===== src/design/rsp_map.vh =====
// constants for the reset strap and pin function block
`ifndef RSP_MAP_VH
`define RSP_MAP_VH
`define RSP_RST_MIN_NS 1000
`define RSP_CLK_NS 100
`define RSP_MODE_SPI 2'h3
`define RSP_I2C_ADDR_BASE 7'h74
`define RSP_REF_XTAL 2'h1
`define RSP_REF_EXT 2'h2
`define RSP_ST_RESET 3'h1
`define RSP_ST_CAPTURE 3'h2
`define RSP_ST_RUN 3'h4
`define RSP_CFG_DEFAULT 3'h0
`define RSP_STATUS_W 6
`endif


===== src/design/rsp_reset_strap.v =====
// reset, strap capture and shared pin function logic
// Summary of operation
// - reset low forces the strap registers and pin enables to default and holds the device in reset
// - sample the three autoconfig pins on reset release to pick configuration
// - after reset the factory strap pin outputs pll lock, 1 means locked
// - sample both interface mode straps on reset release
// - in spi mode drive read data on the readout pin during reads
// - every host pin output can be released to high impedance
// - ref select 01 enables crystal driver, 10 accepts external clock
// - mode 00,01,10 select i2c addresses 0x74..0x76, 11 selects spi
// - latch sampled straps into a readable status register on release
`timescale 1ns/1ps
`include "rsp_map.vh"
module rsp_reset_strap
#(
  parameter CFG_W = 3,
  parameter MODE_W = 2,
  parameter ADDR_W = 7,
  parameter STATUS_W = `RSP_STATUS_W
)
(
  input wire clk,
  input wire sys_rst,
  input wire device_reset_low,
  input wire autoconfig_sel_bit0,
  input wire autoconfig_sel_bit1,
  input wire autoconfig_sel_bit2,
  input wire factory_strap_lock_pin_in,
  output reg factory_strap_lock_pin_out,
  output reg factory_strap_lock_pin_oe,
  input wire ifmode0_chipsel_pin_in,
  input wire ifmode1_readout_pin_in,
  output reg ifmode1_readout_pin_out,
  output reg ifmode1_readout_pin_oe,
  input wire sda_out_req,
  input wire sda_oe_req,
  output reg sda_pin_out,
  output reg sda_pin_oe,
  input wire spi_read_active,
  input wire spi_read_data,
  input wire pll_lock_indicator,
  input wire [1:0] ref_source_select,
  output reg xtal_driver_en,
  output reg ext_clk_en,
  output reg core_reset_q,
  output reg [CFG_W-1:0] config_sel_q,
  output reg spi_mode_q,
  output reg [ADDR_W-1:0] i2c_addr_q,
  output reg [STATUS_W-1:0] strap_capture_status_q,
  output reg serial_chip_select_low
);
  // one-hot states; any stray code falls back to reset
  localparam [2:0] ST_RESET = `RSP_ST_RESET;
  localparam [2:0] ST_CAPTURE = `RSP_ST_CAPTURE;
  localparam [2:0] ST_RUN = `RSP_ST_RUN;
  reg [2:0] state_q;
  reg [2:0] state_d;
  reg rst_sync1_q;
  reg rst_sync2_q;
  wire [MODE_W-1:0] mode_w;
  wire [CFG_W-1:0] ac_w;
  // next-state qualifiers for the pin processes, current-state capture/hold for the strap registers
  wire run_next_w;
  wire spi_run_w;
  wire i2c_run_w;
  wire capture_w;
  wire hold_w;
  assign mode_w = {ifmode1_readout_pin_in, ifmode0_chipsel_pin_in};
  assign ac_w = {autoconfig_sel_bit2, autoconfig_sel_bit1, autoconfig_sel_bit0};
  assign run_next_w = (state_d == ST_RUN);
  assign spi_run_w = run_next_w && spi_mode_q;
  assign i2c_run_w = run_next_w && !spi_mode_q;
  assign capture_w = (state_q == ST_RESET) && rst_sync2_q;
  assign hold_w = (state_q == ST_RESET) && !rst_sync2_q;
  // reset pin is async; two flops before it steers anything
  always @(posedge clk)
  begin
    if (sys_rst)
    begin
      rst_sync1_q <= 1'b0;
      rst_sync2_q <= 1'b0;
    end
    else
    begin
      rst_sync1_q <= device_reset_low;
      rst_sync2_q <= rst_sync1_q;
    end
  end
  always @*
  begin
    state_d = state_q;
    case (state_q)
      ST_RESET:
      begin
        if (rst_sync2_q)
        begin
          state_d = ST_CAPTURE;
        end
      end
      // capture is its own state: pins keep strap roles one more cycle
      ST_CAPTURE:
      begin
        state_d = ST_RUN;
      end
      ST_RUN:
      begin
        if (!rst_sync2_q)
        begin
          state_d = ST_RESET;
        end
      end
      default:
      begin
        state_d = ST_RESET;
      end
    endcase
  end
  // core reset follows the next state so it drops together with the oe's
  always @(posedge clk)
  begin
    if (sys_rst)
    begin
      state_q <= ST_RESET;
      core_reset_q <= 1'b1;
    end
    else
    begin
      state_q <= state_d;
      core_reset_q <= !run_next_w;
    end
  end
  // straps skip the synchroniser: they are static around release
  always @(posedge clk)
  begin
    if (sys_rst)
    begin
      config_sel_q <= `RSP_CFG_DEFAULT;
      spi_mode_q <= 1'b0;
      i2c_addr_q <= `RSP_I2C_ADDR_BASE;
      strap_capture_status_q <= {STATUS_W{1'b0}};
    end
    else if (hold_w)
    begin
      // defaults while held in reset
      config_sel_q <= `RSP_CFG_DEFAULT;
      spi_mode_q <= 1'b0;
      i2c_addr_q <= `RSP_I2C_ADDR_BASE;
      strap_capture_status_q <= {STATUS_W{1'b0}};
    end
    else if (capture_w)
    begin
      // one-shot capture; pins are still straps here
      config_sel_q <= ac_w;
      spi_mode_q <= (mode_w == `RSP_MODE_SPI);
      i2c_addr_q <= `RSP_I2C_ADDR_BASE + {5'h00, mode_w};
      strap_capture_status_q <= {factory_strap_lock_pin_in, mode_w, ac_w};
    end
  end
  // lock pin stays released until run so the test strap reads clean
  always @(posedge clk)
  begin
    if (sys_rst)
    begin
      factory_strap_lock_pin_out <= 1'b0;
      factory_strap_lock_pin_oe <= 1'b0;
    end
    else
    begin
      factory_strap_lock_pin_out <= pll_lock_indicator;
      factory_strap_lock_pin_oe <= run_next_w;
    end
  end
  // readout only driven while selected, so the strap pull wins in reset
  always @(posedge clk)
  begin
    if (sys_rst)
    begin
      serial_chip_select_low <= 1'b1;
      ifmode1_readout_pin_out <= 1'b0;
      ifmode1_readout_pin_oe <= 1'b0;
    end
    else
    begin
      // chip select only honoured in spi mode
      serial_chip_select_low <= !spi_run_w | ifmode0_chipsel_pin_in;
      ifmode1_readout_pin_out <= spi_read_data;
      ifmode1_readout_pin_oe <= spi_run_w && spi_read_active
        && !ifmode0_chipsel_pin_in;
    end
  end
  // sda is open drain: it only ever pulls low
  always @(posedge clk)
  begin
    if (sys_rst)
    begin
      sda_pin_out <= 1'b0;
      sda_pin_oe <= 1'b0;
    end
    else
    begin
      sda_pin_out <= 1'b0;
      sda_pin_oe <= i2c_run_w && sda_oe_req && !sda_out_req;
    end
  end
  // reference source decode; other codes leave both off
  always @(posedge clk)
  begin
    if (sys_rst)
    begin
      xtal_driver_en <= 1'b0;
      ext_clk_en <= 1'b0;
    end
    else
    begin
      xtal_driver_en <= (ref_source_select == `RSP_REF_XTAL);
      ext_clk_en <= (ref_source_select == `RSP_REF_EXT);
    end
  end
endmodule // rsp_reset_strap


===== config.mk =====
export PLATFORM = sky130hd
export DESIGN_NAME = rsp_reset_strap
export DESIGN_NICKNAME = d
export VERILOG_FILES = /design/src/design/rsp_reset_strap.v
export VERILOG_INCLUDE_DIRS = /design/src /design/src/design
export SDC_FILE = /design/constraint.sdc
export NUM_CORES = 1
export LEC_CHECK = 0
export BUFFER_PORTS_ARGS = -buffer_cell sky130_fd_sc_hd__buf_2
export CAP_MARGIN = 30
export CORE_UTILIZATION = 43
export DETAILED_ROUTE_END_ITERATION = 8
export GPL_TIMING_DRIVEN = 0
export PLACE_DENSITY = 0.79
export RECOVER_POWER = 50
export SYNTH_ARGS = -nofsm -noshare
export SYNTH_HDL_FRONTEND = slang
export SYNTH_SLANG_ARGS = --single-unit

===== constraint.sdc =====
create_clock -name clk -period 1.6 [get_ports clk]
set_input_delay 0.32 -clock clk [delete_from_list [all_inputs] [get_ports clk]]
set_output_delay 0.32 -clock clk [all_outputs]
set_load 0.01 [all_outputs]

==> summary.txt, run 1 <==
Run status
  – Status: finished clean

Clock network
  – CTS tree: done
  – Post-CTS setup buffers: 0
  – Post-cts hold buffer count: 0
  – Root Driver: clkbuf_4
  – Clk sinks: 21
  – Worst-Skew Late Latency: 290 ps
  – H-tree depth: 1
  – Post-CTS sizing: 0
  – CTS buffer count: 3
  – Clock transition at path regs: 110 ps
  – Max clock buf depth: 2

Floorplan
  – Starting Density: 0.4681
  – Placeable Area: 1745 µm²
  – Die area: 2078 µm²
  – Core Rows: 15
  – Die X: 45.59 µm
  – Io pins: 43
  – Height of the chip: 45.59 µm

Routing
  – Vias: 606
  – DR vias/cell: 4.208
  – Drt total wl: 1361 µm
  – Final ANT Viol Nets: 0
  – DRC viols: 0
  – Drt first pass iters: 2
  – Wire per inst: 9.451 µm
  – 1st-iter DRT viols: 1

Timing
  – Setup-failing EPs final: 0
  – Clock skew: 3.468 ps
  – RSZ-0062 raised after global routing: false
  – Fin. Hold Viols: 0
  – Slew Viols, Final: 0
  – Final period util: 0.8055
  – Fin Setup TNS: 0 ps
  – Fmax: 775.9 MHz
  – Minimum clock period: 1289 ps

Min path
  – Worst Hold Class: in2reg
  – Startpoint of the worst hold path: sda_out_req

Synthesis
  – Post-synth ARST share: 0
  – Netlist cell types: 26
  – Yosys top cell by area: dfxtp_1
  – Synth Warn #: 0
  – Share of the synthesized area in the top cell type: 0.5145
  – Post-Syn Area: 817.0 µm²
  – Main synth FF type: dfxtp_1
  – Syn Inst Count: 75
  – Syn_area_per_cell: 10.89 µm²
  – Post-synth EDFFs: 0
  – Largest cells by area after synthesis: dfxtp_1 51%, buf_4 11%, mux2i_1 7.4%, nor2b_1 3.8%, nor2_1 2.8%
  – Sequential share of the synthesized area: 0.5145
  – Seq cells post-synth: 21

Pwr
  – Max IR drop VDD: 466.6 µV
  – Final Total Pwr: 0.8643 mW
  – Switching share of power: 0.2217
  – Leak Pwr: 0.4774 nW
  – Comb power frac: 0.092
  – Clock share of power: 0.285
  – Int Pwr: 0.6727 mW
  – Switching pwr: 0.1916 mW
  – PwrDens: 821.4 nW/µm²
  – Sequential Power Share: 0.623

Critical path
  – CP endpoint kind: flip-flop
  – Crit-path max FO: 5
  – Startpoint Class: flip-flop
  – CP Data Required Time: 1820 ps
  – Critical Path AT: 1500 ps
  – Critical path class: reg2reg
  – Crit Reg-Reg Startpoint: state_q[2]$_SDFF_PP0_
  – Reg-to-reg slack, setup: 310 ps
  – Setup crit start: state_q[2]$_SDFF_PP0_

Placement
  – Detailed placer's ending HPWL: 1075 µm
  – Gpl congestion: 0.6412
  – I/O Buffers: 36

Final layout
  – # diodes: 0
  – P&R area growth vs syn: 28.79%
  – Layout Nets: 136
  – Fillers: 161
  – Top reg by flops: strap_capture_status_q
  – Share of layout cells above drive strength 1: 0.3697
  – Commonest non-fill, non-tap cells in the layout: 24 x buf_2, 21 x dfxtp_1, 15 x clkbuf_1
  – Max FFs per register: 4
  – Commonest non-fill, non-tap cell in the layout: buf_2
  – Top flop regs: strap_capture_status_q: 4 flops, state_q: 3 flops, config_sel_q: 2 flops

Global route
  – Grt ovf: 0
  – Largest net degree at the start of global routing: 12
  – GRT Overall Usage: 0.1392
  – Number of global-route vias before repair: 515
  – First-pass GRT wire length: 1994 µm
  – Initial antenna violation count: 0

Flow run
  – MaxCap Viol Count: 0
[power groups by stage]
stage                     Sequential (mW)  Combinational (mW)  Clock (mW)
after floorplan                     0.553              0.0485           0
after global placement              0.550              0.0805           0
after detailed placement            0.550              0.0822           0
after CTS                           0.538              0.0824       0.257
after global routing                0.540              0.0877       0.276
final                               0.538              0.0797       0.246
[layout make-up]
type | count | area, µm² | share of cell area
multi-input cells | 42 | 304.0 | 0.2889
inverters | 2 | 7.507 | 0.007134
repair buffers | 36 | 165.2 | 0.1570
clock buffers | 4 | 26.28 | 0.02497
plain buffers | 14 | 97.59 | 0.09275
well taps | 25 | 31.28 | 0.02973
flip-flops and latches | 21 | 420.4 | 0.3995
[cells in the mapped netlist (2+ instances only)]
master / n
buf_4: 12
clkbuf_1: 2
conb_1: 2
dfxtp_1: 21
mux2i_1: 6
nand2b_1: 2
nor2_1: 6
nor2b_1: 5
nor3b_1: 2
[metal layers]
metal / GRT usage / vias to the layer above / share of wire
li1: - / 315 / -
met1: 0.1605 / 264 / 0.42
met2: 0.2171 / 25 / 0.50
met3: 0.04762 / 2 / 0.067
met4: 0.09091 / 0 / 0.014
met5: 0 / - / 0
[cells by family (layout without fill, tap and decap cells)]
kind of cell,after synthesis,count (layout),synth area share
AOI/OAI and AO/OA,4,4,0.05054
and+or+nand+nor,25,25,0.2128
DFF,21,21,0.5145
xor gates and xnor gates,1,1,0.01072
other,2,6,0.009192
buffers and inverters,16,56,0.1286
muxes,6,6,0.07351
[critical path: stages, from the launching register on]
cell and delay [ps]:
dfxtp_1 400, nand2b_1 240, a211oi_4 250, inv_1 110, nor4b_2 210
[stage by stage]
stage	area [µm²]	hold slack, ps	util	setup WS, ps	instances
global route	1052	158.7	0.6029	194.1	144
CTS	1070	175.6	0.6129	306.9	144
finish	1052	182.9	0.6029	311.3	144
detailed placement	1044	435.3	0.5978	264.2	140
global placement	1044	421.2	0.5978	324.0	140
floorplan	832.0	393.7	-	439.0	79
[final timing paths]
check	end	cells past startpoint
worst max-delay path	sda_pin_oe$_SDFF_PP0_	4
worst min register to register	rst_sync2_q$_SDFF_PP0_	1
worst min-delay path	sda_pin_oe$_SDFF_PP0_	2
worst max register to register	sda_pin_oe$_SDFF_PP0_	4
Power figures use the tool's default switching activity.
==> run 2: changes to the inputs <==
--- a/config.mk
+++ b/config.mk
@@ -6,12 +6,13 @@
 export SDC_FILE = /design/constraint.sdc
 export NUM_CORES = 1
 export LEC_CHECK = 0
+export ABC_AREA = 1
 export BUFFER_PORTS_ARGS = -buffer_cell sky130_fd_sc_hd__buf_2
 export CAP_MARGIN = 30
-export CORE_UTILIZATION = 43
+export CORE_UTILIZATION = 39
 export DETAILED_ROUTE_END_ITERATION = 8
 export GPL_TIMING_DRIVEN = 0
-export PLACE_DENSITY = 0.79
+export PLACE_DENSITY = 0.75
 export RECOVER_POWER = 50
 export SYNTH_ARGS = -nofsm -noshare
 export SYNTH_HDL_FRONTEND = slang
==> constraint.sdc (replaced) <==
create_clock -name clk -period 1.14 [get_ports clk]
set_input_delay 0.228 -clock clk [delete_from_list [all_inputs] [get_ports clk]]
set_output_delay 0.228 -clock clk [all_outputs]
set_load 0.01 [all_outputs]
==> summary.txt, run 2 <==
Timing
  – Final worst slack: 32.96 ps (was 311.3 ps)
  – Slew Viols, Final: 0 (unchanged)
  – Setup-failing EPs final: 0 (unchanged)
  – Fin. Hold Viols: 0 (unchanged)
  – Clock skew: 2.829 ps (was 3.468 ps)
  – Fmax: 903.3 MHz
  – Minimum clock period: 1107 ps
  – Final period util: 0.9711

Synthesis
  – Multiplexer share of the synthesized area: 0 (was 0.07351)
  – Sequential share of the synthesized area: 0.4877 (was 0.5145)
  – Syn Inst Count: 102 (was 75)
  – Syn_area_per_cell: 8.452 µm² (was 10.89 µm²)
  – Netlist cell types: 21 (was 26)
  – Share of the synthesized area in the top cell type: 0.4877 (was 0.5145)
  – Post-synth ARST share: 0 (unchanged)
  – Post-synthesis compound-gate area fraction: 0.05080 (was 0.05054)
  – Synth Warn #: 0 (unchanged)
  – Post-synth EDFFs: 0 (unchanged)
  – XOR/XNOR Fraction of Synth Area: 0 (was 0.01072)
  – Simple-Gate Fraction of Synth Area: 0.2642 (was 0.2129)
  – Post-Syn Area: 862.1 µm² (was 817.0 µm²)
  – Adder-cell share of the synthesized area: 0 (unchanged)
  – Largest cells by area after synthesis: dfxtp_1 49%, buf_4 11%, nand2_1 7.4%, nand4_1 5.1%, a21oi_1 4.1% (was dfxtp_1 51%, buf_4 11%, mux2i_1 7.4%, nor2b_1 3.8%, nor2_1 2.8%)
  – Yosys top cell by area: dfxtp_1 (unchanged)
  – Seq cells post-synth: 21 (unchanged)
  – Commonest cells post-synth: 21 x dfxtp_1, 17 x nand2_1, 13 x buf_4 (was 21 x dfxtp_1, 12 x buf_4, 6 x mux2i_1, 6 x nor2_1, 5 x nor2b_1)
  – Top-count cell post-synth: dfxtp_1 (unchanged)
  – Main synth FF type: dfxtp_1 (unchanged)
  – Largest family of logic cells by synthesized area: simple AND/OR/NAND/NOR gates (unchanged)

Placement
  – Placed insts: 168 (was 140)
  – Detailed placer's ending HPWL: 1176 µm (was 1075 µm)
  – Pre-CTS setup slack: 13.79 ps (was 264.2 ps)
  – Gpl congestion: 0.7172 (was 0.6412)
  – I/O Buffers: 35 (was 36)

Final layout
  – Share of layout cells above drive strength 1: 0.4897 (was 0.3697)
  – Max FFs per register: 4 (unchanged)
  – # diodes: 0 (unchanged)
  – Top flop regs: strap_capture_status_q: 4 flops, state_q: 3 flops, config_sel_q: 2 flops (unchanged)
  – Top reg by flops: strap_capture_status_q (unchanged)
  – P&R area growth vs syn: 34.40% (was 28.79%)
  – Commonest non-fill, non-tap cell in the layout: buf_2 (unchanged)
  – Layout Nets: 162 (was 136)
  – Layout Cells excl Fill: 172 (was 144)
  – Commonest non-fill, non-tap cells in the layout: 32 x buf_2, 17 x nand2_1, 15 x dfxtp_1 (was 24 x buf_2, 21 x dfxtp_1, 15 x clkbuf_1)

Global route
  – Initial antenna violation count: 0 (unchanged)
  – First-pass GRT wire length: 2635 µm (was 1994 µm)
  – Largest net degree at the start of global routing: 12 (unchanged)
  – Grt ovf: 0 (unchanged)
  – GRT Overall Usage: 0.1396 (was 0.1392)
  – Number of global-route vias before repair: 656 (was 515)

Critical path
  – Crit-path slowest cell: dfxtp_2 (was dfxtp_1)
  – CP endpoint kind: output pin (was flip-flop)
  – Critical Path Max Stage Delay: 340 ps (was 400 ps)
  – CP Cell Sequence: buf_4 -> buf_2 (was nand2b_1 -> a211oi_4 -> inv_1 -> nor4b_2)
  – Critical path class: reg2out (was reg2reg)
  – Startpoint Class: flip-flop (unchanged)
  – Reg2Reg Depth: 5 (was 4)
  – Critical Path AT: 880 ps (was 1500 ps)
  – CP Data Required Time: 910 ps (was 1820 ps)
  – Crit-path max FO: 3 (was 5)

Floorplan
  – Placeable Area: 2022 µm² (was 1745 µm²)
  – Io pins: 43 (unchanged)
  – Starting Density: 0.4264 (was 0.4681)
  – Height of the chip: 49.02 µm (was 45.59 µm)
  – Die area: 2402 µm² (was 2078 µm²)
  – Core Rows: 16 (was 15)
  – Die X: 49.02 µm (was 45.59 µm)

Pwr
  – PwrDens: 1068 nW/µm² (was 821.4 nW/µm²)
  – Max IR drop VDD: 593.2 µV (was 466.6 µV)
  – Leak Pwr: 0.6216 nW (was 0.4774 nW)

Min path
  – Worst hold stages: 2 (unchanged)
  – Worst Hold Class: in2reg (unchanged)

Routing
  – Wire per inst: 9.541 µm (was 9.451 µm)
  – Drt total wl: 1641 µm (was 1361 µm)
  – 1st-iter DRT viols: 11 (was 1)
  – DRC viols: 0 (unchanged)
  – Vias: 749 (was 606)
  – Drt first pass iters: 3 (was 2)
  – Final ANT Viol Nets: 0 (unchanged)
  – DR vias/cell: 4.355 (was 4.208)

Clock network
  – Worst-Skew Late Latency: 300 ps (was 290 ps)
  – Root Driver: clkbuf_4 (unchanged)
  – H-tree depth: 1 (unchanged)
  – Max clock buf depth: 2 (unchanged)
  – Clock transition at path regs: 110 ps (about the same)
  – CTS buffer count: 3 (unchanged)
  – Clk sinks: 21 (unchanged)
  – CTS tree: done (unchanged)

Run status
  – Status: finished clean (unchanged)

Flow run
  – MaxCap Viol Count: 0 (unchanged)
run 2: changes by cell type in the layout (fill, tap and decap cells not counted), moves of 3 or more:
| cell | change |
|---|---|
| buf_6 | +5 |
| inv_1 | +7 |
| nand2_1 | +16 |
| inv_2 | +4 |
| buf_2 | +8 |
| nand4_1 | +7 |
| nor2b_1 | -5 |
| mux2i_1 | -6 |
| dfxtp_2 | +6 |
| clkbuf_1 | -13 |
| a21oi_1 | +6 |
| nand2b_1 | -3 |
| dfxtp_1 | -6 |
run 2: repair_timing:
| item | CTS | global route |
|---|---|---|
| setup endpoints to repair | 1 | 13 |
| gates resized for setup | 2 | 13 |
| buffers inserted | 0 | 1 |
| cloned | 0 | 1 |
| pin swaps | 0 | 1 |
| hold buffers | 0 | 0 |
run 2: path summary, 6_finish.rpt:
kind                                          startpoint  slack (ps)                        end
setup / recovery  strap_capture_status_q[4]$_SDFFE_PP0P_          30  strap_capture_status_q[4]
hold / removal                               sda_out_req          70      sda_pin_oe$_SDFF_PP0_
setup reg to reg                   state_q[2]$_SDFF_PP0_          60      sda_pin_oe$_SDFF_PP0_
hold reg to reg                   rst_sync1_q$_SDFF_PP0_         430     rst_sync2_q$_SDFF_PP0_
run 2: critical path: cells and delay by family (launching register included):
kind | cells | cell delay (ps)
buffers and inverters | 2 | 240
flip-flops | 1 | 340
run 2: report_power, final:
group | switching, mW | total, mW | internal (mW) | leakage (nW)
combinational | 0.0717 | 0.131 | 0.0597 | 0.433
clock | 0.217 | 0.353 | 0.136 | 0.0150
sequential | 0.00601 | 0.753 | 0.747 | 0.174
run 2: final cells by class:
| type | instances | area [µm²] |
|---|---|---|
| inverters | 13 | 48.80 |
| fillers | 192 | 863.3 |
| repair buffers | 37 | 215.2 |
| flip-flops and latches | 21 | 427.9 |
| multi-input cells | 57 | 311.5 |
| well taps | 27 | 33.78 |
| plain buffers | 13 | 95.09 |
| clock buffers | 4 | 26.28 |
run 2: kinds of logic (layout without fill, tap and decap cells):
| kind of cell | count (synthesis) | in the layout |
|---|---|---|
| flops | 21 | 21 |
| compound gates | 8 | 8 |
| simple gates | 43 | 43 |
| other cells | 2 | 6 |
| buf+inv | 28 | 67 |
run 2: per-layer routing:
metal  wire [µm]  global-route usage
met3         107             0.02181
met4          16             0.05882
met1         746              0.1750
met2         770              0.2361
met5           0                   0
run 2: through the flow:
stage | setup TNS (ps) | instance area [µm²] | total power [mW] | utilization | hold slack, ps
floorplan | 0 | 877.1 | 0.8498 | - | 297.4
global placement | 0 | 1086 | 0.8906 | 0.5371 | 389.7
detailed placement | 0 | 1086 | 0.8950 | 0.5371 | 399.4
CTS | 0 | 1120 | 1.239 | 0.5538 | 74.06
global route | -43.49 | 1159 | 1.295 | 0.5730 | 60.05
finish | 0 | 1159 | 1.238 | 0.5730 | 74.26
==> run 3: changes to the inputs <==
--- a/config.mk
+++ b/config.mk
@@ -14,6 +14,7 @@
 export GPL_TIMING_DRIVEN = 0
 export PLACE_DENSITY = 0.75
 export RECOVER_POWER = 50
+export REMOVE_ABC_BUFFERS = 1
 export SYNTH_ARGS = -nofsm -noshare
 export SYNTH_HDL_FRONTEND = slang
 export SYNTH_SLANG_ARGS = --single-unit
==> summary.txt, run 3 (synthesis gave the netlist of run 2 again) <==
Critical path
  – Critical path class: reg2out (unchanged)
  – Crit-path slowest cell: dfxtp_1 (was dfxtp_2)
  – CP endpoint kind: output pin (unchanged)
  – Worst path buffer plus inverter count: 1 (was 2)
  – CP Cell Sequence: buf_2 (was buf_4 -> buf_2)
  – CP Data Required Time: 910 ps (about the same)
  – Crit-path max FO: 3 (unchanged)
  – CP top delay family: flip-flops (unchanged)
  – Startpoint Class: flip-flop (unchanged)
  – Critical Path AT: 820 ps (was 880 ps)
  – Critical Path Max Stage Delay: 370 ps (was 340 ps)

Timing
  – Setup-failing EPs final: 0 (unchanged)
  – Fin Setup TNS: 0 ps (unchanged)
  – Fin. Hold Viols: 0 (unchanged)
  – Slew Viols, Final: 0 (unchanged)
  – Fmax: 956.3 MHz (was 903.3 MHz)
  – Minimum clock period: 1046 ps (was 1107 ps)
  – Clock skew: 4.010 ps (was 2.829 ps)
  – Final period util: 0.9172 (was 0.9711)
  – RSZ-0062 raised after global routing: false

Global route
  – GRT Overall Usage: 0.1429 (was 0.1396)
  – Initial antenna violation count: 0 (unchanged)
  – First-pass GRT wire length: 2601 µm (was 2635 µm)
  – Largest net degree at the start of global routing: 13 (was 12)
  – Number of global-route vias before repair: 645 (was 656)
  – Grt ovf: 0 (unchanged)

Routing
  – Drt total wl: 1598 µm (was 1641 µm)
  – 1st-iter DRT viols: 4 (was 11)
  – DRC viols: 0 (unchanged)
  – DR vias/cell: 4.556 (was 4.355)
  – Wire per inst: 9.988 µm (was 9.541 µm)
  – Vias: 729 (was 749)
  – Final ANT Viol Nets: 0 (unchanged)
  – Drt first pass iters: 4 (was 3)

Clock network
  – Clk sinks: 21 (unchanged)
  – Root Driver: clkbuf_4 (unchanged)
  – Max clock buf depth: 2 (unchanged)
  – CTS tree: done (unchanged)
  – H-tree depth: 1 (unchanged)
  – Worst-Skew Late Latency: 310 ps (was 300 ps)
  – Clock transition at path regs: 110 ps (about the same)
  – Post-cts hold buffer count: 0 (unchanged)
  – CTS buffer count: 3 (unchanged)

Pwr
  – Leak Pwr: 0.5208 nW (was 0.6216 nW)
  – Max IR drop VDD: 700.3 µV (was 593.2 µV)
  – PwrDens: 1184 nW/µm² (was 1068 nW/µm²)
  – Comb power frac: 0.081 (was 0.106)
  – Int Pwr: 0.9233 mW (was 0.9433 mW)
  – Sequential Power Share: 0.628 (was 0.609)
  – Final Total Pwr: 1.211 mW (was 1.238 mW)
  – Switching share of power: 0.2379 (was 0.2380)
  – Clock share of power: 0.291 (was 0.285)
  – Switching pwr: 0.2882 mW (was 0.2946 mW)

Min path
  – Worst Hold Class: in2reg (unchanged)

Placement
  – I/O Buffers: 36 (was 35)
  – Placed inst area: 977.2 µm² (was 1086 µm²)
  – Detailed placer's ending HPWL: 1101 µm (was 1176 µm)
  – Placed insts: 154 (was 168)
  – Gpl congestion: 0.6559 (was 0.7172)

Floorplan
  – Starting Density: 0.4264 (unchanged)
  – Io pins: 43 (unchanged)
  – Core Rows: 16 (unchanged)
  – Die area: 2402 µm² (unchanged)
  – Die X: 49.02 µm (unchanged)
  – Height of the chip: 49.02 µm (unchanged)
  – Placeable Area: 2022 µm² (unchanged)

Final layout
  – Share of layout cells above drive strength 1: 0.3609 (was 0.4897)
  – Top reg by flops: strap_capture_status_q (unchanged)
  – Max FFs per register: 4 (unchanged)
  – Commonest non-fill, non-tap cell in the layout: buf_2 (unchanged)
  – Layout Nets: 150 (was 162)
  – Design area: 1023 µm² (was 1159 µm²)
  – P&R area growth vs syn: 18.72% (was 34.40%)
  – Top flop regs: strap_capture_status_q: 4 flops, state_q: 3 flops, config_sel_q: 2 flops (unchanged)
  – Commonest non-fill, non-tap cells in the layout: 26 x buf_2, 17 x nand2_1, 17 x dfxtp_1 (was 32 x buf_2, 17 x nand2_1, 15 x dfxtp_1)
  – # diodes: 0 (unchanged)
  – Final Util: 0.5062 (was 0.5730)
  – Layout Cells excl Fill: 160 (was 172)

Flow run
  – MaxCap Viol Count: 0 (unchanged)

Run status
  – Status: finished clean (unchanged)
## run 3: cell count changes in the layout (fill, tap and decap cells not counted), sizes merged
cell and delta:
buf -20, clkbuf +8
## run 3: worst reg2reg max path, stage by stage, from the launching register on
cell and delay [ps]:
dfxtp_2 370, nor2_4 200, nand3_2 200, nand2_1 110
a21oi_1 60
## run 3: what timing repair did
item | in CTS | in global routing
resized for setup | 3 | 4
gates cloned | 0 | 0
endpoints found under the setup margin | 15 | 11
setup buffers | 2 | 0
pin swaps | 1 | 0
## run 3: worst paths after layout
kind	start	endpoint	slack (ps)	depth (start not counted)
max	spi_mode_q$_SDFFE_PP0P_	spi_mode_q	90	1
min	sda_out_req	sda_pin_oe$_SDFF_PP0_	80	2
max reg2reg	state_q[2]$_SDFF_PP0_	strap_capture_status_q[5]$_SDFFE_PP0P_	100	4
min reg2reg	rst_sync1_q$_SDFF_PP0_	rst_sync2_q$_SDFF_PP0_	410	2
## run 3: final cells by class
cell class              instances  area [µm²]
well taps                      27       33.78
inverters                      13       48.80
flip-flops and latches         21       425.4
repair buffers                 38       182.7
clock buffers                   4       26.28
fillers                       213       998.5
multi-input cells              57       306.5
## run 3: power by group through the flow
stage,sequential [mW],combinational [mW],clock [mW]
6_report,0.760,0.0985,0.353
5_1_grt,0.762,0.111,0.390
4_1_cts,0.759,0.101,0.362
3_5_place_dp,0.775,0.0968,0
3_3_place_gp,0.774,0.0930,0
2_1_floorplan,0.778,0.0446,0
## run 3: metal layers
metal	vias to the layer above	global-route usage	share of wire
met2	32	0.2546	0.48
li1	366	-	-
met1	325	0.1481	0.42
met5	-	0	0
met3	6	0.01869	0.064
met4	0	0.1176	0.030
## run 3: through the flow
step | setup slack [ps] | hold slack [ps]
2_1_floorplan | -394.6 | 297.4
3_3_place_gp | -649.8 | 392.0
3_5_place_dp | -685.9 | 395.3
4_1_cts | 5.510 | 70.90
5_1_grt | 35.06 | 78.49
6_report | 94.34 | 76.69
